[src/verilog/ase_defines.vh]
`ifndef ASE_DEFINES_VH
`define ASE_DEFINES_VH

////////////////////////////////////////////////////////////////////////////////
// APB map, byte addresses
`define ASE_AW         8
`define ASE_OFF_CTRL   8'h00
`define ASE_OFF_STAT   8'h04
`define ASE_OFF_DQ0    8'h08
`define ASE_OFF_SR0    8'h0C
`define ASE_OFF_COEF   8'h10
`define ASE_OFF_COEFL  8'h2C
`define ASE_OFF_SE     8'h30
`define ASE_OFF_SEZ    8'h34
`define ASE_OFF_AP     8'h38
`define ASE_OFF_AL     8'h3C
`define ASE_OFF_YU     8'h40
`define ASE_OFF_YL     8'h44
`define ASE_OFF_Y      8'h48
`define ASE_OFF_DMS    8'h4C
`define ASE_OFF_DML    8'h50
`define ASE_OFF_FLAGS  8'h54

////////////////////////////////////////////////////////////////////////////////
// Bit positions
`define ASE_CTRL_START 0
`define ASE_CTRL_CHRST 1
`define ASE_CTRL_ADV   2
`define ASE_ST_BUSY    0
`define ASE_ST_DONE    1
`define ASE_FL_TD      0
`define ASE_FL_PK1     1
`define ASE_FL_PK2     2
`define ASE_FLT_SIGN   10
`define ASE_FLT_EXPH   9
`define ASE_FLT_EXPL   6
`define ASE_FLT_MANTH  5

////////////////////////////////////////////////////////////////////////////////
// Arithmetic constants
`define ASE_N_COEF     8
`define ASE_N_ZERO     3'h6
`define ASE_N_POLE     3'h2
`define ASE_LAST_IDX   3'h7
`define ASE_COEF_SHIFT 2
`define ASE_MANT_RND   12'h030
`define ASE_MANT_NORM  4
`define ASE_MANT_SHIFT 8
`define ASE_Q1_SHIFT   11
`define ASE_AP_DROP    2
`define ASE_AL_ONE     7'h40
`define ASE_MIX_SHIFT  6

////////////////////////////////////////////////////////////////////////////////
// Channel reset values
`define ASE_RST_COEF   16'h0000
`define ASE_RST_FLT    11'h020
`define ASE_RST_AP     10'h000
`define ASE_RST_YU     13'h0220
`define ASE_RST_YL     19'h08800
`define ASE_RST_DMS    12'h000
`define ASE_RST_DML    14'h0000
`define ASE_RST_FLAGS  3'h0

`endif

[src/verilog/ase_float_multiply.v]
`timescale 1ns/1ps
`include "ase_defines.vh"

module ase_float_multiply (
  input  wire        pclk,
  input  wire        presetn,
  input  wire [15:0] coef,
  input  wire [10:0] smp,
  output reg  [15:0] product_q
);

  function [3:0] msb_pos;
    input [13:0] v;
    integer k;
    begin
      msb_pos = 4'h0;
      for (k = 0; k < 14; k = k + 1) begin
        if (v[k]) begin
          msb_pos = k[3:0] + 4'h1;
        end
      end
    end
  endfunction

  wire signed [15:0] c_q12;
  wire        [13:0] c_mag;
  wire        [12:0] c_neg;
  wire        [3:0]  c_exp;
  wire        [19:0] c_norm;
  wire        [5:0]  c_mant;
  wire        [11:0] m_prod;
  wire        [11:0] m_rnd;
  wire        [7:0]  mag;
  wire        [4:0]  e_sum;
  wire        [37:0] wide;
  wire signed [37:0] tc;
  wire signed [37:0] q1;
  wire               neg;

  // Coefficient truncated to Q12 first
  assign c_q12  = $signed(coef) >>> `ASE_COEF_SHIFT;
  // Negative magnitudes keep 13 bits: the most negative coefficient maps to zero
  assign c_neg  = 13'h0000 - c_q12[12:0];
  assign c_mag  = {1'b0, coef[15] ? c_neg : c_q12[12:0]};
  assign c_exp  = msb_pos(c_mag);
  assign c_norm = {c_mag, 6'h00} >> c_exp;
  assign c_mant = (c_mag == 14'h0000) ? 6'h20 : c_norm[5:0];
  // Mantissas multiply, exponents add, signs combine
  assign m_prod = c_mant * smp[`ASE_FLT_MANTH:0];
  assign m_rnd  = m_prod + `ASE_MANT_RND;
  assign mag    = m_rnd[11:`ASE_MANT_NORM];
  assign e_sum  = {1'b0, c_exp} + {1'b0, smp[`ASE_FLT_EXPH:`ASE_FLT_EXPL]};
  assign neg    = coef[15] ^ smp[`ASE_FLT_SIGN];
  assign wide   = {30'h0, mag} << e_sum;
  // Two's complement first, then one arithmetic shift; the low 16 bits wrap
  assign tc     = neg ? -$signed(wide) : $signed(wide);
  assign q1     = tc >>> (`ASE_MANT_SHIFT + `ASE_Q1_SHIFT);

  always @(posedge pclk or negedge presetn) begin
    if (!presetn) begin
      product_q <= 16'h0000;
    end else begin
      product_q <= q1[15:0];
    end
  end

endmodule

[src/verilog/ase_signal_estimator.v]
// The implementer's own choices: the register offsets and register access over APB.
`timescale 1ns/1ps
`include "ase_defines.vh"

module ase_signal_estimator (
  input  wire                    pclk,
  input  wire                    presetn,
  input  wire                    psel,
  input  wire                    penable,
  input  wire                    pwrite,
  input  wire [`ASE_AW-1:0]      paddr,
  input  wire [31:0]             pwdata,
  output wire                    pready,
  output wire                    pslverr,
  output reg  [31:0]             prdata,
  output wire                    busy,
  output wire [14:0]             signal_estimate,
  output wire [14:0]             partial_estimate
);

  localparam [1:0] ST_IDLE  = 2'b00;
  localparam [1:0] ST_MULT  = 2'b01;
  localparam [1:0] ST_DRAIN = 2'b10;

  ////////////////////////////////////////////////////////////////////////////////
  // State
  reg  [15:0] coef_q [0:`ASE_N_COEF-1];
  reg  [10:0] dq_q   [1:6];
  reg  [10:0] sr_q   [1:2];
  reg  [10:0] dq0_q;
  reg  [10:0] sr0_q;
  reg  [9:0]  speed_param_delayed_q;
  reg  [12:0] fast_scale_factor_q;
  reg  [18:0] slow_scale_factor_q;
  reg  [11:0] short_term_average_q;
  reg  [13:0] long_term_average_q;
  reg  [2:0]  flags_q;
  reg  [1:0]  state_q;
  reg  [2:0]  cnt_q;
  reg         vld_q;
  reg  [2:0]  vidx_q;
  reg  [15:0] acc_q;
  reg  [14:0] se_q;
  reg  [14:0] sez_q;
  reg         done_q;

  ////////////////////////////////////////////////////////////////////////////////
  // APB decode
  wire        acc_ph   = psel & penable;
  wire        wr_en    = acc_ph & pwrite;
  wire        set_ph   = psel & ~penable;
  wire        coef_hit = (paddr >= `ASE_OFF_COEF) && (paddr <= `ASE_OFF_COEFL)
                         && (paddr[1:0] == 2'b00);
  wire [7:0]  coef_off = paddr - `ASE_OFF_COEF;
  wire [2:0]  coef_idx = coef_off[4:2];
  reg         mapped;

  always @* begin
    case (paddr)
      `ASE_OFF_CTRL,
      `ASE_OFF_STAT,
      `ASE_OFF_DQ0,
      `ASE_OFF_SR0,
      `ASE_OFF_SE,
      `ASE_OFF_SEZ,
      `ASE_OFF_AP,
      `ASE_OFF_AL,
      `ASE_OFF_YU,
      `ASE_OFF_YL,
      `ASE_OFF_Y,
      `ASE_OFF_DMS,
      `ASE_OFF_DML,
      `ASE_OFF_FLAGS: mapped = 1'b1;
      default:                      mapped = coef_hit;
    endcase
  end

  // Every register answers in its access cycle, so no wait states
  assign pready  = 1'b1;
  assign pslverr = acc_ph & ~mapped;

  // State writes are dropped while a sample is in flight so operands stay stable
  wire        st_wr   = wr_en & (state_q == ST_IDLE);
  wire        ctrl_wr = st_wr & (paddr == `ASE_OFF_CTRL);
  wire        start   = ctrl_wr & pwdata[`ASE_CTRL_START];
  wire        chrst   = ctrl_wr & pwdata[`ASE_CTRL_CHRST];
  wire        adv     = ctrl_wr & pwdata[`ASE_CTRL_ADV] & ~pwdata[`ASE_CTRL_CHRST];

  ////////////////////////////////////////////////////////////////////////////////
  // Speed limiter and scale factor mix
  // The dropped bits never return; a limited value of 64 stands for one
  wire [7:0]  ap_q6 = speed_param_delayed_q[9:`ASE_AP_DROP];
  wire [6:0]  limited_speed_param = (ap_q6 > {1'b0, `ASE_AL_ONE}) ? `ASE_AL_ONE
                                    : ap_q6[6:0];
  wire [12:0] ylp   = slow_scale_factor_q[18:`ASE_MIX_SHIFT];
  wire [13:0] dif   = {1'b0, fast_scale_factor_q} - {1'b0, ylp};
  wire [13:0] dmag  = dif[13] ? (14'h0000 - dif) : dif;
  wire [20:0] prod  = dmag * limited_speed_param;
  wire [12:0] pmix  = prod[12+`ASE_MIX_SHIFT:`ASE_MIX_SHIFT];
  // Product taken in magnitude, sign applied after scaling
  wire [12:0] y_mix = dif[13] ? (ylp - pmix) : (ylp + pmix);

  ////////////////////////////////////////////////////////////////////////////////
  // Coefficients, indices 0-1 pole, 2-7 zero
  // A channel reset beats a coefficient write in the same cycle
  genvar g;
  generate
    for (g = 0; g < `ASE_N_COEF; g = g + 1) begin : g_coef
      always @(posedge pclk or negedge presetn) begin
        if (!presetn) begin
          coef_q[g] <= `ASE_RST_COEF;
        end else if (chrst) begin
          coef_q[g] <= `ASE_RST_COEF;
        end else if (st_wr && coef_hit && coef_idx == g) begin
          coef_q[g] <= pwdata[15:0];
        end
      end
    end
  endgenerate

  ////////////////////////////////////////////////////////////////////////////////
  // Delayed float samples, shifted in one step on advance
  generate
    for (g = 1; g <= 6; g = g + 1) begin : g_dq
      always @(posedge pclk or negedge presetn) begin
        if (!presetn) begin
          dq_q[g] <= `ASE_RST_FLT;
        end else if (chrst) begin
          dq_q[g] <= `ASE_RST_FLT;
        end else if (adv) begin
          dq_q[g] <= (g == 1) ? dq0_q : dq_q[(g == 1) ? 1 : g - 1];
        end
      end
    end
    for (g = 1; g <= 2; g = g + 1) begin : g_sr
      always @(posedge pclk or negedge presetn) begin
        if (!presetn) begin
          sr_q[g] <= `ASE_RST_FLT;
        end else if (chrst) begin
          sr_q[g] <= `ASE_RST_FLT;
        end else if (adv) begin
          sr_q[g] <= (g == 1) ? sr0_q : sr_q[1];
        end
      end
    end
  endgenerate

  ////////////////////////////////////////////////////////////////////////////////
  // Adaptation state held for the outer datapath
  // Only stored here; the update arithmetic lives outside this block
  always @(posedge pclk or negedge presetn) begin
    if (!presetn) begin
      dq0_q                 <= `ASE_RST_FLT;
      sr0_q                 <= `ASE_RST_FLT;
      speed_param_delayed_q <= `ASE_RST_AP;
      fast_scale_factor_q   <= `ASE_RST_YU;
      slow_scale_factor_q   <= `ASE_RST_YL;
      short_term_average_q  <= `ASE_RST_DMS;
      long_term_average_q   <= `ASE_RST_DML;
      flags_q               <= `ASE_RST_FLAGS;
    end else if (chrst) begin
      // Delay-0 floats are scratch inputs, not channel state
      speed_param_delayed_q <= `ASE_RST_AP;
      fast_scale_factor_q   <= `ASE_RST_YU;
      slow_scale_factor_q   <= `ASE_RST_YL;
      short_term_average_q  <= `ASE_RST_DMS;
      long_term_average_q   <= `ASE_RST_DML;
      flags_q               <= `ASE_RST_FLAGS;
    end else if (st_wr) begin
      case (paddr)
        `ASE_OFF_DQ0:   dq0_q                 <= pwdata[10:0];
        `ASE_OFF_SR0:   sr0_q                 <= pwdata[10:0];
        `ASE_OFF_AP:    speed_param_delayed_q <= pwdata[9:0];
        `ASE_OFF_YU:    fast_scale_factor_q   <= pwdata[12:0];
        `ASE_OFF_YL:    slow_scale_factor_q   <= pwdata[18:0];
        `ASE_OFF_DMS:   short_term_average_q  <= pwdata[11:0];
        `ASE_OFF_DML:   long_term_average_q   <= pwdata[13:0];
        `ASE_OFF_FLAGS: flags_q               <= pwdata[2:0];
        default: begin
        end
      endcase
    end
  end

  ////////////////////////////////////////////////////////////////////////////////
  // Operand selection: steps 0-5 zero section, 6-7 pole section
  reg  [15:0] op_coef;
  reg  [10:0] op_smp;
  wire [15:0] product;

  // Zero section first, so the partial estimate is complete before the poles add in
  always @* begin
    if (cnt_q < `ASE_N_ZERO) begin
      op_coef = coef_q[cnt_q + `ASE_N_POLE];
      op_smp  = dq_q[cnt_q + 3'h1];
    end else begin
      op_coef = coef_q[cnt_q - `ASE_N_ZERO];
      op_smp  = sr_q[cnt_q - 3'h5];
    end
  end

  ase_float_multiply u_float_multiply (
    .pclk      (pclk),
    .presetn   (presetn),
    .coef      (op_coef),
    .smp       (op_smp),
    .product_q (product)
  );

  ////////////////////////////////////////////////////////////////////////////////
  // Sequencer and estimate_sum accumulator
  // Wraps in 16 bits by construction; saturating here would break bit-exactness
  localparam [2:0] ZERO_LAST = `ASE_N_ZERO - 3'h1;
  wire [15:0] acc_nxt = acc_q + product;
  wire        last    = (cnt_q == `ASE_LAST_IDX);
  // The product register adds one stage, so results trail the operand index
  wire        fin     = vld_q && (vidx_q == `ASE_LAST_IDX);
  reg  [1:0]  state_d;
  reg  [2:0]  cnt_d;
  reg         done_d;

  always @* begin
    state_d = state_q;
    cnt_d   = cnt_q;
    done_d  = done_q;
    case (state_q)
      ST_IDLE: begin
        if (start) begin
          state_d = ST_MULT;
          cnt_d   = 3'h0;
          done_d  = 1'b0;
        end
      end
      ST_MULT: begin
        cnt_d = cnt_q + 3'h1;
        if (last) begin
          state_d = ST_DRAIN;
        end
      end
      ST_DRAIN: begin
        if (fin) begin
          state_d = ST_IDLE;
          done_d  = 1'b1;
        end
      end
      default: begin
        state_d = ST_IDLE;
      end
    endcase
  end

  always @(posedge pclk or negedge presetn) begin
    if (!presetn) begin
      state_q <= ST_IDLE;
      cnt_q   <= 3'h0;
      vld_q   <= 1'b0;
      vidx_q  <= 3'h0;
      acc_q   <= 16'h0000;
      se_q    <= 15'h0000;
      sez_q   <= 15'h0000;
      done_q  <= 1'b0;
    end else begin
      state_q <= state_d;
      cnt_q   <= cnt_d;
      done_q  <= done_d;
      vld_q   <= (state_q == ST_MULT);
      vidx_q  <= cnt_q;
      // A start clears the sum at the edge that arms the sequencer
      if (start) begin
        acc_q <= 16'h0000;
      end else if (vld_q) begin
        acc_q <= acc_nxt;
      end
      if (vld_q && vidx_q == ZERO_LAST) begin
        sez_q <= acc_nxt[15:1];
      end
      if (fin) begin
        se_q <= acc_nxt[15:1];
      end
    end
  end

  assign busy             = (state_q != ST_IDLE);
  assign signal_estimate  = se_q;
  assign partial_estimate = sez_q;

  ////////////////////////////////////////////////////////////////////////////////
  // Read data, chosen from the setup address and captured in the setup cycle
  reg  [31:0] rd_d;

  always @* begin
    rd_d = 32'h00000000;
    if (coef_hit) begin
      rd_d = {16'h0000, coef_q[coef_idx]};
    end else begin
      case (paddr)
        `ASE_OFF_STAT:  rd_d = {30'h0, done_q, busy};
        `ASE_OFF_DQ0:   rd_d = {21'h0, dq0_q};
        `ASE_OFF_SR0:   rd_d = {21'h0, sr0_q};
        `ASE_OFF_SE:    rd_d = {17'h0, se_q};
        `ASE_OFF_SEZ:   rd_d = {17'h0, sez_q};
        `ASE_OFF_AP:    rd_d = {22'h0, speed_param_delayed_q};
        `ASE_OFF_AL:    rd_d = {25'h0, limited_speed_param};
        `ASE_OFF_YU:    rd_d = {19'h0, fast_scale_factor_q};
        `ASE_OFF_YL:    rd_d = {13'h0, slow_scale_factor_q};
        `ASE_OFF_Y:     rd_d = {19'h0, y_mix};
        `ASE_OFF_DMS:   rd_d = {20'h0, short_term_average_q};
        `ASE_OFF_DML:   rd_d = {18'h0, long_term_average_q};
        `ASE_OFF_FLAGS: rd_d = {29'h0, flags_q};
        // Control and unmapped words read zero
        default:        rd_d = 32'h00000000;
      endcase
    end
  end

  always @(posedge pclk or negedge presetn) begin
    if (!presetn) begin
      prdata <= 32'h00000000;
    end else if (set_ph && !pwrite) begin
      prdata <= rd_d;
    end
  end

endmodule

[config.mk]
export PLATFORM = sky130hd
export DESIGN_NAME = ase_signal_estimator
export DESIGN_NICKNAME = d
export VERILOG_FILES = /design/src/verilog/ase_float_multiply.v /design/src/verilog/ase_signal_estimator.v
export VERILOG_INCLUDE_DIRS = /design/src /design/src/verilog
export SDC_FILE = /design/constraint.sdc
export NUM_CORES = 1
export LEC_CHECK = 0
export ABC_CLOCK_PERIOD_IN_PS = 13100
export BUFFER_PORTS_ARGS = -buffer_cell sky130_fd_sc_hd__buf_2
export CAP_MARGIN = 20
export CORE_ASPECT_RATIO = 1.25
export CORE_UTILIZATION = 45
export CTS_CLUSTER_SIZE = 16
export DETAILED_ROUTE_END_ITERATION = 10
export SYNTH_ARGS = -nofsm -noshare
export SYNTH_HDL_FRONTEND = slang
export SYNTH_SLANG_ARGS = --single-unit
[constraint.sdc]
create_clock -name pclk -period 13.1 [get_ports pclk]
set_input_delay 2.62 -clock pclk [delete_from_list [all_inputs] [get_ports pclk]]
set_output_delay 2.62 -clock pclk [all_outputs]
set_load 0.05 [all_outputs]
==> impl_metrics.tcl <==
set metrics [dict create \
    outcome "finished, final reports clean" \
    tightest_slew_ns 1.192 \
    slew_violations 0 \
    grtUsageTotal_pct 28.86 \
    io_buffer_count 82 \
    cts_tree "built" \
    h-tree-depth 2 \
    grt_pass1_vias 24370 \
    p_leak_nw 13.41 \
    power_frac_comb_pct 22.1 \
    hold_viol 0 \
    grt-ovfl-total 0 \
    num-nets-final 3375 \
    wirelength_um 90410 \
    die_x_um 225.0 \
    ys_seq_area_share_pct 35.85 \
    clk_pin_slew_ns 0.06 \
    drive_above_1_share_pct 11.76 \
    fin_worst_skew_ns 0.01766 \
    hold_ws_ns 0.4538 \
    vias 24300 \
    cts_setup_buffers 0 \
    swShare_pct 31.77 \
    dieArea_um2 63160 \
    ys_ff_latch 400 \
    intPower_mw 2.220 \
    wl_per_cell_um 22.57 \
    ant_nets 0 \
    rr_worst_depth 31 \
    worstSetupStartpointType "flip-flop" \
    vias_per_cell 6.067 \
    netSwitchingPower_mw 1.034 \
    initial_core_util_pct 45.82 \
    antenna_cells 0 \
    maxSlewHeadroom_pct 20.46 \
    clkPwrFrac_pct 38.3 \
    synth_top_area_share_pct 34.54 \
    drt-pass1-iter-count 5 \
    die_h_um 280.7 \
    cts_made_buffers 43 \
    io_pins 110 \
    synth_cell_types 91 \
    grt_antenna_before_repair 4 \
    clockBufferDepth 3 \
    finalSetupViolCount 0 \
    fp-row-count 101 \
    drt-initial-drc-count 2037 \
    power_mw 3.254 \
    crit_type "flip-flop to flip-flop" \
    ctsHoldBuffers 0 \
    drc_errors 0 \
    seqPwrFrac_pct 39.7 \
    hold_depth 0 \
    gp_congestion 0.9417 \
    worstSkewPairLatency_ns 0.59 \
    synthArstFlopShare_pct 100.0 \
    grt_max_degree 111 \
    fin_tns_setup_ns 0 \
    avgSynthCellArea_um2 8.833 \
    fmax_ghz 0.08379 \
    synth_edf_count 0 \
    crit_path_end_kind "flip-flop" \
    area_delta_synth_final_pct 9.176 \
    arrival_ns 12.39 \
    synth.most_common_cell "nand2_1" \
    post-route-min-period_ns 11.93 \
    fin_area_um2 30530 \
    synth_warnings 0 \
    synthTopCellsByArea "dfrtp_1 35%, nand2_1 8.6%, fa_1 5.7%" \
    slowest_stage "a211oi_1" \
    cpPeakStageDelay_ns 0.71 \
    required_ns 13.56 \
    peakVddDrop_v 0.00007889 \
    cap_violations 0 \
    grt_pass1_wl_um 140700 \
    crit_top_cell "fa_1" \
    synth_common_cells "638 x nand2_1, 386 x dfrtp_1, 309 x a21oi_1" \
    dp_hpwl_um 63920 \
    synth_flop_cell "dfrtp_1" \
    yosys.area.top_type "dfrtp_1" \
    finalCritPeriodShare_pct 91.11 \
    cts_sinks 400 \
    rsz0062_at_grt "no" \
    cp_max_fo 49 \
    cts_root_buffer "clkbuf_16" \
    netlist_instances 3166 \
    placed_area_um2 28990 \
    final_util_pct 50.02 \
    syn_area_um2 27970 \
    cellPowerDensity_nw_per_um2 106.6 \
    cts_resized 0 \
    worst_hold_path_type "flip-flop to flip-flop" \
    core_area_um2 61040 \
]
-- cells by family after synthesis --
| kind of cell | Yosys count | synth area share [%] |
|---|---|---|
| and+or+nand+nor | 1155 | 17.70 |
| other | 2 | 0.02685 |
| adders and majority gates | 181 | 10.22 |
| DFF | 400 | 35.85 |
| xor gates and xnor gates | 102 | 3.194 |
| AOI/OAI and AO/OA | 808 | 18.88 |
| buffers and inverters | 345 | 4.984 |
| muxes | 173 | 9.149 |
-- final cells by class --
cell class | count | area [µm²]
clock buffer | 64 | 1287
clock inverter | 13 | 140.1
fill | 5781 | 30500
inverter | 140 | 525.5
multi-input combinational | 2433 | 16660
sequential | 400 | 10030
tap | 824 | 1031
timing repair buffer | 131 | 860.8
-- power by group through the flow --
stage	clock, mW	combinational (mW)	sequential, mW
after global routing	1.31	0.779	1.29
final	1.25	0.718	1.29
after global placement	0	0.703	1.31
after detailed placement	0	0.709	1.31
after floorplan	0	0.480	1.34
after CTS	1.27	0.712	1.29
-- critical path: cells and delay by family, from the launching register on --
kind	cells	cell delay, ns
compound gates	12	4.89
fa+ha+maj	6	2.90
simple gates	6	1.33
mux	3	1.17
buf+inv	3	0.77
flops	1	0.36
xor+xnor	1	0.33
-- through the flow --
stage | worst slack (ns) | instances
finish | 1.165 | 4005
floorplan | 3.132 | 3178
detailed placement | 1.313 | 3922
global route | 0.4108 | 4005
global placement | 1.482 | 3921
CTS | 1.279 | 3999
-- metal layers --
metal	vias to the layer above	track usage (%)	part of all wire, %
met5	-	0	0.015
met4	2	13.64	4.7
met3	213	3.628	6.4
met2	911	46.95	47
met1	12100	38.17	42
li1	11080	-	-
-- sequential cells by signal, summed over array words and instances (netlist names), 13 cells and up --
register,count
long_term_average_q,14
u_float_multiply.product_q,16
dq_q,66
acc_q,16
sr_q,22
fast_scale_factor_q,13
slow_scale_factor_q,19
signal_estimate,15
partial_estimate,15
prdata,19
coef_q,128
-- final timing paths --
path	startpoint	to	slack [ns]
min in group asynchronous	presetn	u_float_multiply.product_q[0]	2.05
hold reg to reg	cnt_q[2]	vidx_q[2]	0.45
hold / removal	cnt_q[2]	vidx_q[2]	0.45
max in group asynchronous	presetn	coef_q[9]	8.88
setup / recovery	cnt_q[1]	u_float_multiply.product_q[15]	1.17
setup reg to reg	cnt_q[1]	u_float_multiply.product_q[15]	1.17
-- layout by cell type, fill, tap and decap left out, drive strengths merged, types with 45 or more instances in the layout --
master / netlist / routed
o21ai: 138 / 138
inv: 140 / 142
clkbuf: 154 / 64
nand3: 60 / 60
mux4: 60 / 60
ha: 102 / 102
nand2: 640 / 640
fa: 79 / 79
mux2i: 68 / 68
xnor2: 64 / 64
dfrtp: 386 / 386
a21oi: 309 / 309
buf: 51 / 131
mux2: 45 / 45
nor2: 248 / 248
a22o: 82 / 82
No activity file was read; power rests on OpenSTA's default activity.
